===== config.mk =====
export PLATFORM = sky130hd
export DESIGN_NAME = dxbus_master
export DESIGN_NICKNAME = d
export VERILOG_FILES = /design/src/shared/dxbus_pkg.sv /design/src/hdl/dxbus_waitcfg.sv /design/src/hdl/dxbus_master.sv
export VERILOG_INCLUDE_DIRS = /design/src /design/src/shared
export SDC_FILE = /design/constraint.sdc
export NUM_CORES = 1
export LEC_CHECK = 0
export ABC_CLOCK_PERIOD_IN_PS = 2500
export BUFFER_PORTS_ARGS = -buffer_cell sky130_fd_sc_hd__buf_2
export CORE_MARGIN = 3
export CORE_UTILIZATION = 35
export CTS_CLUSTER_DIAMETER = 50
export DETAILED_ROUTE_END_ITERATION = 6
export HOLD_SLACK_MARGIN = 0.03
export PLACE_DENSITY = 0.66
export SYNTH_ARGS = -nofsm -noshare
export SYNTH_HDL_FRONTEND = slang
export SYNTH_SLANG_ARGS = --single-unit

===== constraint.sdc =====
create_clock -name REF_CLK_I -period 2.5 [get_ports REF_CLK_I]
set_clock_uncertainty 0.15 [all_clocks]
set_input_delay 0.75 -clock REF_CLK_I [delete_from_list [all_inputs] [get_ports REF_CLK_I]]
set_output_delay 0.75 -clock REF_CLK_I [all_outputs]
set_load 0.1 [all_outputs]

===== src/shared/dxbus_defines.svh =====
// Constants of the external memory bus interface: timing counts and reset values.
`ifndef DXBUS_DEFINES_SVH
`define DXBUS_DEFINES_SVH
`define DXBUS_ADDR_W 16
`define DXBUS_DATA_W 16
`define DXBUS_WAIT_W 3
`define DXBUS_WAIT_MAX 3'h7
`define DXBUS_GLOBAL_MSB 15
`define DXBUS_ADDR_RST 16'h0000
`define DXBUS_DATA_RST 16'h0000
`define DXBUS_SPACE_PROG 2'h0
`define DXBUS_SPACE_DATA 2'h1
`define DXBUS_SPACE_IO 2'h2
`endif


===== src/shared/dxbus_pkg.sv =====
// Types shared by the external memory bus interface.
`default_nettype none
package dxbus_pkg;
  typedef enum logic [1:0] {
    DXBUS_SP_PROG,
    DXBUS_SP_DATA,
    DXBUS_SP_IO,
    DXBUS_SP_GLOBAL
  } dxbus_space_t;
  typedef enum logic [2:0] {
    DXBUS_ST_IDLE,
    DXBUS_ST_SETUP,
    DXBUS_ST_WAIT,
    DXBUS_ST_READY,
    DXBUS_ST_HOLD
  } dxbus_state_t;
endpackage : dxbus_pkg
`default_nettype wire


===== src/hdl/dxbus_waitcfg.sv =====
// Per-space wait-state configuration store with registered lookup.
`default_nettype none
`include "dxbus_defines.svh"
module dxbus_waitcfg #(
  parameter int WAIT_W = `DXBUS_WAIT_W
) (
  input wire logic clk_i,
  input wire logic rst_n_i,
  input wire logic wr_en_i,
  input wire logic [1:0] wr_space_i,
  input wire logic [WAIT_W-1:0] wr_count_i,
  input wire logic [1:0] rd_space_i,
  output logic [WAIT_W-1:0] rd_count_o
);
  // ************************************************************
  // Storage
  // ************************************************************
  logic [WAIT_W-1:0] cfg_ff [4];
  logic [WAIT_W-1:0] rd_count_ff;

  always_ff @(posedge clk_i or negedge rst_n_i) begin
    if (!rst_n_i) begin
      for (int i = 0; i < 4; i++) begin
        cfg_ff[i] <= '0;
      end
      rd_count_ff <= '0;
    end else begin
      if (wr_en_i) begin
        cfg_ff[wr_space_i] <= wr_count_i;
      end
      rd_count_ff <= cfg_ff[rd_space_i];
    end
  end

  assign rd_count_o = rd_count_ff;
endmodule // dxbus_waitcfg
`default_nettype wire


===== src/hdl/dxbus_master.sv =====
// External bus master of the signal processor: spaces, strobes, wait states and float control.
// Operation
// - Separate 64K program, data, I/O spaces plus 32K global data space, one bus.
// - Software sets zero to seven wait states per space, stretching each access.
// - Sixteen-bit two-way data bus, bit 15 most significant, shared by all spaces.
// - Data bus floats unless writing, and always during reset.
// - Address driven on address outputs for every off-chip access.
// - Program select high, low only during off-chip program access.
// - Data select high, low only during off-chip data access.
// - I/O select high, low only during I/O port access.
// - Ready sampled; low means wait one more cycle and sample again.
// - Direction line high by default, low only during writes.
// - Active-low read strobe asserted on every external read.
// - Active-low write strobe on every write; falling edge means data driven.
// - Float input low tri-states data, address and all control outputs.
// - Bus-cycle strobe high, low only to mark an external cycle.
// - Float only when test reset low, emulator pin zero high, float pin low.
`default_nettype none
`include "dxbus_defines.svh"
module dxbus_master
  import dxbus_pkg::*;
#(
  parameter int ADDR_W = `DXBUS_ADDR_W,
  parameter int DATA_W = `DXBUS_DATA_W,
  parameter int WAIT_W = `DXBUS_WAIT_W
) (
  input wire logic REF_CLK_I,
  input wire logic RESETN_I,
  input wire logic WAIT_WR_I,
  input wire dxbus_pkg::dxbus_space_t WAIT_SPACE_I,
  input wire logic [WAIT_W-1:0] WAIT_COUNT_I,
  input wire logic REQ_VALID_I,
  output logic REQ_READY_O,
  input wire logic REQ_WRITE_I,
  input wire dxbus_pkg::dxbus_space_t REQ_SPACE_I,
  input wire logic [ADDR_W-1:0] REQ_ADDR_I,
  input wire logic [DATA_W-1:0] REQ_WDATA_I,
  output logic RSP_VALID_O,
  output logic [DATA_W-1:0] RSP_RDATA_O,
  output logic [ADDR_W-1:0] ADDRESS_BUS_O,
  output logic ADDRESS_BUS_OE_O,
  input wire logic [DATA_W-1:0] DATA_BUS_I,
  output logic [DATA_W-1:0] DATA_BUS_O,
  output logic DATA_BUS_OE_O,
  output logic PROGRAM_SPACE_SELECT_N_O,
  output logic DATA_SPACE_SELECT_N_O,
  output logic IO_SPACE_SELECT_N_O,
  output logic BUS_CYCLE_STROBE_N_O,
  output logic READ_WRITE_O,
  output logic READ_STROBE_N_O,
  output logic WRITE_STROBE_N_O,
  output logic CONTROL_OE_O,
  input wire logic READY_I,
  input wire logic TEST_RESET_I,
  input wire logic EMULATOR_PIN_ZERO_I,
  input wire logic EMULATOR_FLOAT_PIN_N_I
);
  import dxbus_pkg::*;

  // ************************************************************
  // Access sequencer
  // ************************************************************
  dxbus_state_t state_ff, nxt_state;
  logic [ADDR_W-1:0] addr_ff;
  logic [DATA_W-1:0] wdata_ff;
  logic [DATA_W-1:0] rdata_ff;
  logic write_ff;
  dxbus_space_t space_ff;
  logic [WAIT_W-1:0] wait_cnt_ff;
  logic rsp_valid_ff;
  logic [WAIT_W-1:0] cfg_count;

  wire logic req_take = (state_ff == DXBUS_ST_IDLE) && REQ_VALID_I;
  wire logic in_cycle = (state_ff == DXBUS_ST_WAIT) || (state_ff == DXBUS_ST_READY);
  wire logic wait_done = (wait_cnt_ff == '0);
  wire logic finish = (state_ff == DXBUS_ST_READY) && READY_I;
  // Global data space is data space restricted to the upper 32K words.
  wire logic [ADDR_W-1:0] eff_addr = (REQ_SPACE_I == DXBUS_SP_GLOBAL)
                                     ? (REQ_ADDR_I | (ADDR_W'(1) << `DXBUS_GLOBAL_MSB))
                                     : REQ_ADDR_I;
  // Float needs test reset low, emulator pin zero high and the float pin low.
  wire logic float_all = !TEST_RESET_I && EMULATOR_PIN_ZERO_I && !EMULATOR_FLOAT_PIN_N_I;
  // The lookup follows the incoming request on the take edge, so the new space's count is ready in setup.
  // Steering it from the stored space alone would hand setup the count of the previous access.
  wire dxbus_space_t lookup_space = req_take ? REQ_SPACE_I : space_ff;

  dxbus_waitcfg #(
    .WAIT_W(WAIT_W)
  ) u_waitcfg (
    .clk_i(REF_CLK_I),
    .rst_n_i(RESETN_I),
    .wr_en_i(WAIT_WR_I),
    .wr_space_i(WAIT_SPACE_I),
    .wr_count_i(WAIT_COUNT_I),
    .rd_space_i(lookup_space),
    .rd_count_o(cfg_count)
  );

  always_comb begin
    nxt_state = state_ff;
    case (state_ff)
      DXBUS_ST_IDLE: begin
        if (REQ_VALID_I) begin
          nxt_state = DXBUS_ST_SETUP;
        end
      end
      DXBUS_ST_SETUP: nxt_state = DXBUS_ST_WAIT;
      DXBUS_ST_WAIT: begin
        if (wait_done) begin
          nxt_state = DXBUS_ST_READY;
        end
      end
      DXBUS_ST_READY: begin
        if (READY_I) begin
          nxt_state = DXBUS_ST_HOLD;
        end
      end
      DXBUS_ST_HOLD: nxt_state = DXBUS_ST_IDLE;
      default: nxt_state = DXBUS_ST_IDLE;
    endcase
  end

  always_ff @(posedge REF_CLK_I or negedge RESETN_I) begin
    if (!RESETN_I) begin
      state_ff <= DXBUS_ST_IDLE;
      addr_ff <= `DXBUS_ADDR_RST;
      wdata_ff <= `DXBUS_DATA_RST;
      rdata_ff <= `DXBUS_DATA_RST;
      write_ff <= 1'b0;
      space_ff <= DXBUS_SP_PROG;
      wait_cnt_ff <= '0;
      rsp_valid_ff <= 1'b0;
    end else begin
      state_ff <= nxt_state;
      rsp_valid_ff <= finish;
      if (req_take) begin
        addr_ff <= eff_addr;
        wdata_ff <= REQ_WDATA_I;
        write_ff <= REQ_WRITE_I;
        space_ff <= REQ_SPACE_I;
      end
      // The configuration lookup lands during setup, so the count loads there.
      if (state_ff == DXBUS_ST_SETUP) begin
        wait_cnt_ff <= cfg_count;
      end else if (state_ff == DXBUS_ST_WAIT && !wait_done) begin
        wait_cnt_ff <= wait_cnt_ff - WAIT_W'(1);
      end
      if (finish && !write_ff) begin
        rdata_ff <= DATA_BUS_I;
      end
    end
  end

  // ************************************************************
  // Pin drive
  // ************************************************************
  wire logic sel_prog = in_cycle && (space_ff == DXBUS_SP_PROG);
  wire logic sel_data = in_cycle && (space_ff == DXBUS_SP_DATA || space_ff == DXBUS_SP_GLOBAL);
  wire logic sel_io = in_cycle && (space_ff == DXBUS_SP_IO);

  assign REQ_READY_O = (state_ff == DXBUS_ST_IDLE);
  assign RSP_VALID_O = rsp_valid_ff;
  assign RSP_RDATA_O = rdata_ff;
  assign ADDRESS_BUS_O = addr_ff;
  assign ADDRESS_BUS_OE_O = !float_all;
  assign CONTROL_OE_O = !float_all;
  assign DATA_BUS_O = wdata_ff;
  // Write data is driven from setup to hold so it brackets the write strobe on both sides.
  assign DATA_BUS_OE_O = RESETN_I && !float_all && write_ff && (state_ff != DXBUS_ST_IDLE);
  assign PROGRAM_SPACE_SELECT_N_O = !sel_prog;
  assign DATA_SPACE_SELECT_N_O = !sel_data;
  assign IO_SPACE_SELECT_N_O = !sel_io;
  assign BUS_CYCLE_STROBE_N_O = !in_cycle;
  assign READ_WRITE_O = !(write_ff && state_ff != DXBUS_ST_IDLE);
  assign READ_STROBE_N_O = !(in_cycle && !write_ff);
  assign WRITE_STROBE_N_O = !(in_cycle && write_ff);
endmodule // dxbus_master
`default_nettype wire


==> impl_metrics.yaml, run 1 <==
run_status:
  status: "complete, no violations"
finish:
  ff_latch_area_um2: 1828
  multi_input_area_um2: 1097
  finalNetCount: 392
  antenna_cells: 0
  area_delta_synth_final_pct: 37.18
  fill_cells: 734
  drive_above_1_share: 0.6858
  final_common_cell: "buf_2"
  final_cell_mix: "buf_2 (116), dfrtp_1 (72), mux2_2 (61)"
routing:
  drt_iter0_drc: 33
  vias: 2027
  drc: 0
  drtPass1Iterations: 6
  routed_wl_um: 6087
  via_per_inst: 4.681
  wl_per_cell_um: 14.06
  ant_nets: 0
setup_path:
  critPathKind: "input port to output port"
  critPathLaunchType: "input port"
  cp_cell_sequence: "buf_2, or3b_4, buf_2"
  endpoint_kind: "output port"
  crit_path_top_delay_cell: "or3b_4"
  crit_required_ns: 1.60
  max_stage_delay_ns: 0.40
  cpMostUsedCell: "buf_2"
  critPathMaxFanout: 3
  worstPathArrival_ns: 1.55
run:
  drv_cap: 0
clocking:
  insertion_delay_ns: 0.34
  cts.repair.resized: 4
  path_clk_slew_ns: 0.07
  post_cts_buffers: 0
  root_buffer: "clkbuf_8"
  hold_buffers: 0
  cts_num_sinks: 73
  clockBufferDepth: 2
  cts_tree: "done"
  htree_levels: 3
  cts_buffers: 9
yosys:
  avgSynthCellArea_um2: 15.29
  synthCells: 193
  synth-seq-cells: 73
  synth_xor_area_frac: 0.002967
  synth_area_um2: 2952
  synth_top_family_by_area: "multiplexers"
  ys_warn_count: 0
  synth_edf_count: 0
  synthAdderAreaFrac: 0.008478
  synth_cell_types: 31
  async_flop_share: 1.000
  yosysSeqAreaShare: 0.6189
  synth_compound_area_frac: 0.02289
  syn_nets: 259
  synth-main-ff-cell: "dfrtp_1"
  yosys.area_share.simple: 0.05638
  synth_mux_area_frac: 0.2637
die:
  die_area_um2: 9571
  core_um2: 7968
  rows: 32
  die_w_um: 97.83
  initial_core_util: 0.3704
  die_h_um: 97.83
  ios: 124
sta:
  relSlewSlack: 0.3918
  slew_violations: 0
  hold_violations: 0
  fmax_ghz: 0.4076
  min_period_ns: 2.454
  setup_tns_ns: 0
  finalCritPeriodShare: 0.9814
  setup_viol: 0
  worst_slew_pin_slew_ns: 0.9123
  rsz0062_at_grt: "yes"
place:
  gp_congestion: 0.7559
  portBuffers: 123
  place_hpwl_um: 4602
global_routing:
  grt_pass1_vias: 2072
  grt_start_max_net_pins: 74
  gr-total-overflow: 0
  grt_pass1_wl_um: 10120
  grtUsageTotal: 0.1307
  grt_antenna_before_repair: 0
min_path:
  min_path_type: "flop to flop"
## worst max-delay path, delay by kind of cell
family,cells,cell delay (ns)
simple gates,1,0.40
buf+inv,2,0.40
## state kept, by name, indices dropped and copies added (netlist names)
| register | flops |
|---|---|
| ADDRESS_BUS_O | 16 |
| DATA_BUS_O | 16 |
| RSP_RDATA_O | 16 |
| u_waitcfg.cfg_ff | 12 |
| state_ff | 3 |
| u_waitcfg.rd_count_o | 3 |
| wait_cnt_ff | 3 |
| space_ff | 2 |
| RSP_VALID_O | 1 |
| write_ff | 1 |
## routing by layer
| metal | global-route usage | share of wire | vias to the layer above |
|---|---|---|---|
| met2 | 0.2147 | 0.50 | 71 |
| met5 | 0 | 0 | - |
| li1 | - | - | 956 |
| met4 | 0.04473 | 0.0067 | 0 |
| met1 | 0.1623 | 0.42 | 994 |
| met3 | 0.04286 | 0.064 | 6 |
## layout make-up
cell class	instances	share of cell area
Timing Repair Buffer	130	0.1857
Clock inverter	7	0.02503
Tap cell	102	0.03152
Clock buffer	9	0.03059
Sequential cell	73	0.4515
Multi-Input combinational cell	107	0.2710
Inverter	5	0.004635
## stage by stage
| stage | hold WS, ns | setup slack, ns | instances | utilization | area, µm² |
|---|---|---|---|---|---|
| 3_3_place_gp | 0.3348 | 0.04818 | 417 | 0.4763 | 3795 |
| 3_5_place_dp | 0.3393 | 0.03033 | 417 | 0.4763 | 3795 |
| 5_1_grt | 0.3709 | -0.006193 | 433 | 0.5082 | 4049 |
| 6_report | 0.3527 | 0.04649 | 433 | 0.5082 | 4049 |
| 2_1_floorplan | 0.3044 | -0.4126 | 193 | - | 2992 |
| 4_1_cts | 0.3567 | 0.01590 | 433 | 0.5057 | 4029 |
## final timing paths
path | slack (ns) | end | startpoint | cells after the start
max | 0.05 | ADDRESS_BUS_OE_O | TEST_RESET_I | 3
min | 0.35 | DATA_BUS_O[3] | DATA_BUS_O[3] | 1
max reg2reg | 0.27 | u_waitcfg.rd_count_o[2] | state_ff[0] | 3
min reg2reg | 0.35 | DATA_BUS_O[3] | DATA_BUS_O[3] | 1
max in group asynchronous | 1.07 | state_ff[1] | RESETN_I | 2
min in group asynchronous | 0.49 | state_ff[2] | RESETN_I | 2
## cells by family (layout without fill, tap and decap cells)
logic type / Yosys count / count (layout)
AOI/OAI and AO/OA: 9 / 9
xor gates and xnor gates: 1 / 1
adders and majority gates: 2 / 2
buffers and inverters: 13 / 151
DFF: 73 / 73
muxes: 66 / 66
and+or+nand+nor: 29 / 29
## synth_stat cells (2+ instances only)
library cell   n  area [µm²]
dfrtp_1       73        1827
mux2_2        61       686.9
nand2_1        8       30.03
nor2_1         7       26.28
inv_1          4       15.01
a21oi_1        3       15.01
buf_2          3       15.01
buf_4          3       22.52
mux4_2         3       67.56
buf_6          2       22.52
ha_1           2       25.02
nand2b_1       2       12.51
nand3b_1       2       15.01
o221a_2        2       22.52
or3b_2         2       17.52
Power of run 1 is not shown: default switching activity piles up to over one toggle a cycle in this logic, so the estimate is an artifact.
==> run 2: changes to the inputs <==
--- a/config.mk
+++ b/config.mk
@@ -14,6 +14,7 @@
 export DETAILED_ROUTE_END_ITERATION = 6
 export HOLD_SLACK_MARGIN = 0.03
 export PLACE_DENSITY = 0.66
+export SETUP_SLACK_MARGIN = 0.2
 export SYNTH_ARGS = -nofsm -noshare
 export SYNTH_HDL_FRONTEND = slang
 export SYNTH_SLANG_ARGS = --single-unit
==> impl_metrics.yaml, run 2 (synthesis results as in run 1) <==
finish:
  final_cells: 436
  final_common_cell: "buf_2"
  antenna_cells: 0
  final_cell_mix: "buf_2 (110), dfrtp_1 (72), mux2_2 (61)"
  ff_latch_area_um2: 1828
  multi_input_area_um2: 1124
  drive_above_1_share: 0.6886
  fill_cells: 715
  area_delta_synth_final_pct: 41.42
  finalNetCount: 395
global_routing:
  grt_pass1_wl_um: 10740
  grt_start_max_net_pins: 74
  grt_antenna_before_repair: 0
  grt_pass1_vias: 2193
  grtUsageTotal: 0.1419
  gr-total-overflow: 0
place:
  dp_cells: 416
  place_hpwl_um: 4755
  gp_congestion: 0.7410
  portBuffers: 123
routing:
  ant_nets: 0
  wl_per_cell_um: 14.85
  drtPass1Iterations: 4
  drc: 0
  routed_wl_um: 6474
  drt_iter0_drc: 64
  vias: 2053
  via_per_inst: 4.709
sta:
  worst_slew_pin_slew_ns: 0.9161
  fmax_ghz: 0.4065
  hold_violations: 0
  worst_hold_slack_ns: 0.3538
  slew_violations: 0
  min_period_ns: 2.460
  relSlewSlack: 0.3892
  finalCritPeriodShare: 0.9840
  setup_viol: 0
  rsz0062_at_grt: "yes"
clocking:
  root_buffer: "clkbuf_8"
  path_clk_slew_ns: 0.06
  cts_buffers: 9
  cts_tree: "done"
  hold_buffers: 0
  insertion_delay_ns: 0.34
  htree_levels: 3
  clockBufferDepth: 2
  cts_num_sinks: 73
die:
  die_area_um2: 9571
  die_h_um: 97.83
  core_um2: 7968
  ios: 124
  die_w_um: 97.83
  initial_core_util: 0.3704
  rows: 32
setup_path:
  crit_family: "simple AND/OR/NAND/NOR gates"
  critPathMaxFanout: 3
  critPathLaunchType: "input port"
  cp-startpoint: "TEST_RESET_I"
  cp_cell_sequence: "buf_6, or3b_4, nand2_4, nor2_4, buf_12"
  rr_startpoint: "state_ff[1]"
  path_buf_inv: 2
  crit_required_ns: 1.60
  worstPathArrival_ns: 1.56
  endpoint_kind: "output port"
  max_stage_delay_ns: 0.44
  crit_path_top_delay_cell: "or3b_4"
  critPathKind: "input port to output port"
min_path:
  hold_path_startpoint: "RSP_RDATA_O[3]"
  min_path_type: "flop to flop"
run_status:
  status: "complete, no violations"
run:
  drv_cap: 0
[run 2: cell types whose count changed in the layout (fill, tap and decap cells not counted), moves of 2 or more]
cell,previous run,this run
buf_12,5,11
buf_4,7,11
clkbuf_8,9,11
buf_2,116,110
[run 2: area by class of cell]
class | instances | share of cell area
sequential | 73 | 0.4379
multi-input combinational | 107 | 0.2692
timing repair buffer | 133 | 0.2071
clock buffer | 12 | 0.03717
tap | 102 | 0.03058
clock inverter | 4 | 0.01229
inverter | 5 | 0.005695
[run 2: layer usage]
metal  track usage  share of wire  vias up
met5             0              0        -
met4       0.07561          0.017        0
met3       0.03214          0.052        8
met2        0.2393           0.53       68
met1        0.1684           0.41     1018
li1              -              -      959
[run 2: path summary, 6_finish.rpt]
path,endpoint,slack [ns],cells after the start
hold / removal,RSP_RDATA_O[3],0.35,1
min in group asynchronous,u_waitcfg.cfg_ff[7],0.54,2
hold reg to reg,RSP_RDATA_O[3],0.35,1
setup reg to reg,DATA_BUS_O[7],0.34,5
setup / recovery,DATA_BUS_OE_O,0.04,5
max in group asynchronous,state_ff[0],1.01,2
[run 2: per-stage QoR]
step | util | cell area (µm²) | setup TNS, ns | setup WS (ns)
4_1_cts | 0.5192 | 4136 | 0 | 0.04145
3_5_place_dp | 0.4818 | 3839 | 0 | 0.02973
2_1_floorplan | - | 3010 | -0.6191 | -0.4126
5_1_grt | 0.5239 | 4174 | -0.02351 | -0.02351
3_3_place_gp | 0.4818 | 3839 | 0 | 0.04228
6_report | 0.5239 | 4174 | 0 | 0.03995
[run 2: what timing repair did]
action,4_1_cts,5_1_grt
pin swaps,6,0
buffers inserted,4,0
endpoints found under the setup margin,7,13
resized for setup,17,7
[run 2: worst register-to-register path: cells and delay by family (launching register included)]
kind	cells	cell delay, ns
buffers and inverters	3	0.73
DFF	1	0.38
muxes	1	0.40
and+or+nand+nor	1	0.37
Power of run 2 is left out for the same reason.
==> run 3: changes to the inputs <==
--- a/config.mk
+++ b/config.mk
@@ -9,12 +9,13 @@
 export ABC_CLOCK_PERIOD_IN_PS = 2500
 export BUFFER_PORTS_ARGS = -buffer_cell sky130_fd_sc_hd__buf_2
 export CORE_MARGIN = 3
-export CORE_UTILIZATION = 35
+export CORE_UTILIZATION = 47
 export CTS_CLUSTER_DIAMETER = 50
 export DETAILED_ROUTE_END_ITERATION = 6
 export HOLD_SLACK_MARGIN = 0.03
-export PLACE_DENSITY = 0.66
+export PLACE_DENSITY = 0.83
 export SETUP_SLACK_MARGIN = 0.2
+export SLEW_MARGIN = 15
 export SYNTH_ARGS = -nofsm -noshare
 export SYNTH_HDL_FRONTEND = slang
 export SYNTH_SLANG_ARGS = --single-unit
==> impl_metrics.yaml, run 3 (synthesis results as in run 1) <==
sta:
  timing.final.ws_setup_ns: 0.04500
  worst_slew_pin_slew_ns: 0.8990
  hold_violations: 0
  setup_viol: 0
  slew_violations: 0
  relSlewSlack: 0.4007
  fmax_ghz: 0.4073
  worst_hold_slack_ns: 0.3515
  rsz0062_at_grt: "yes"
  min_period_ns: 2.455
  finalCritPeriodShare: 0.9820
finish:
  finalNetCount: 401
  antenna_cells: 0
  fill_cells: 428
  drive_above_1_share: 0.7012
  finalInstanceArea_um2: 4182
  final_cell_mix: "buf_2 (111), dfrtp_1 (72), mux2_2 (61)"
  area_delta_synth_final_pct: 41.67
  fin_util: 0.6980
  final_common_cell: "buf_2"
setup_path:
  critPathMaxFanout: 3
  worstPathArrival_ns: 1.56
  critPathLaunchType: "input port"
  critPathKind: "input port to output port"
  crit_required_ns: 1.60
  endpoint_kind: "output port"
die:
  initial_core_util: 0.4927
  core_um2: 5991
  ios: 124
  die_w_um: 85.25
  rows: 28
  die_h_um: 85.25
  die_area_um2: 7267
global_routing:
  grt_pass1_wl_um: 10260
  grt_start_max_net_pins: 74
  grt_pass1_vias: 2205
  grt_antenna_before_repair: 0
  gr-total-overflow: 0
  grtUsageTotal: 0.1809
routing:
  routed_wl_um: 6568
  vias: 2077
  drtPass1Iterations: 4
  via_per_inst: 5.029
  drc: 0
  ant_nets: 0
  wl_per_cell_um: 15.90
  drt_iter0_drc: 27
place:
  pre_cts_ws_ns: 0.03799
  place_hpwl_um: 4501
  postPlaceCellArea_um2: 3750
  portBuffers: 123
  gp_congestion: 0.7480
clocking:
  cts_tree: "done"
  root_buffer: "clkbuf_8"
  path_clk_slew_ns: 0.07
  cts_num_sinks: 73
  hold_buffers: 0
  cts_buffers: 9
  insertion_delay_ns: 0.34
  clockBufferDepth: 2
  htree_levels: 3
run:
  drv_cap: 0
run_status:
  status: "complete, no violations"
min_path:
  min_path_type: "flop to flop"
## run 3: worst paths after layout
path                            depth (start not counted)              from                      end  slack [ns]
max in group asynchronous                               2          RESETN_I              state_ff[0]        1.01
worst min-delay path                                    1  ADDRESS_BUS_O[8]         ADDRESS_BUS_O[8]        0.35
worst min register to register                          1  ADDRESS_BUS_O[8]         ADDRESS_BUS_O[8]        0.35
min in group asynchronous                               2          RESETN_I         ADDRESS_BUS_O[4]        0.57
worst max register to register                          4       state_ff[1]  u_waitcfg.rd_count_o[2]        0.31
worst max-delay path                                    5      TEST_RESET_I            DATA_BUS_OE_O        0.04
## run 3: area by class of cell
class | instances | area [µm²] | share of cell area
inverter | 5 | 23.77 | 0.005685
clock buffer | 12 | 165.2 | 0.03950
multi-input combinational | 107 | 1120 | 0.2678
timing repair buffer | 139 | 913.4 | 0.2184
sequential | 73 | 1828 | 0.4372
tap | 75 | 93.84 | 0.02244
clock inverter | 2 | 37.54 | 0.008977
## run 3: repair_timing
item                                    CTS  global route
pin swaps                                 6             2
buffers inserted                          7             4
gates cloned                              0             0
endpoints found under the setup margin   10            14
gates resized for setup                  18            21
## run 3: metrics by stage
stage                     TNS, ns  cells
after detailed placement        0    388
after global routing            0    413
final                           0    413
after CTS                       0    409
after floorplan           -0.6191    193
after global placement          0    388
## run 3: metal layers
| metal | share of wire | global-route usage |
|---|---|---|
| met2 | 0.50 | 0.2888 |
| met5 | 0 | 0 |
| met3 | 0.10 | 0.08350 |
| met4 | 0.021 | 0.08345 |
| met1 | 0.38 | 0.2075 |
## run 3: worst max-delay path, cell delays in order
cell	delay [ns]
buf_6	0.09
or3b_4	0.44
nand2_4	0.09
nor2_4	0.04
buf_12	0.16
Power of run 3 is left out for the same reason.
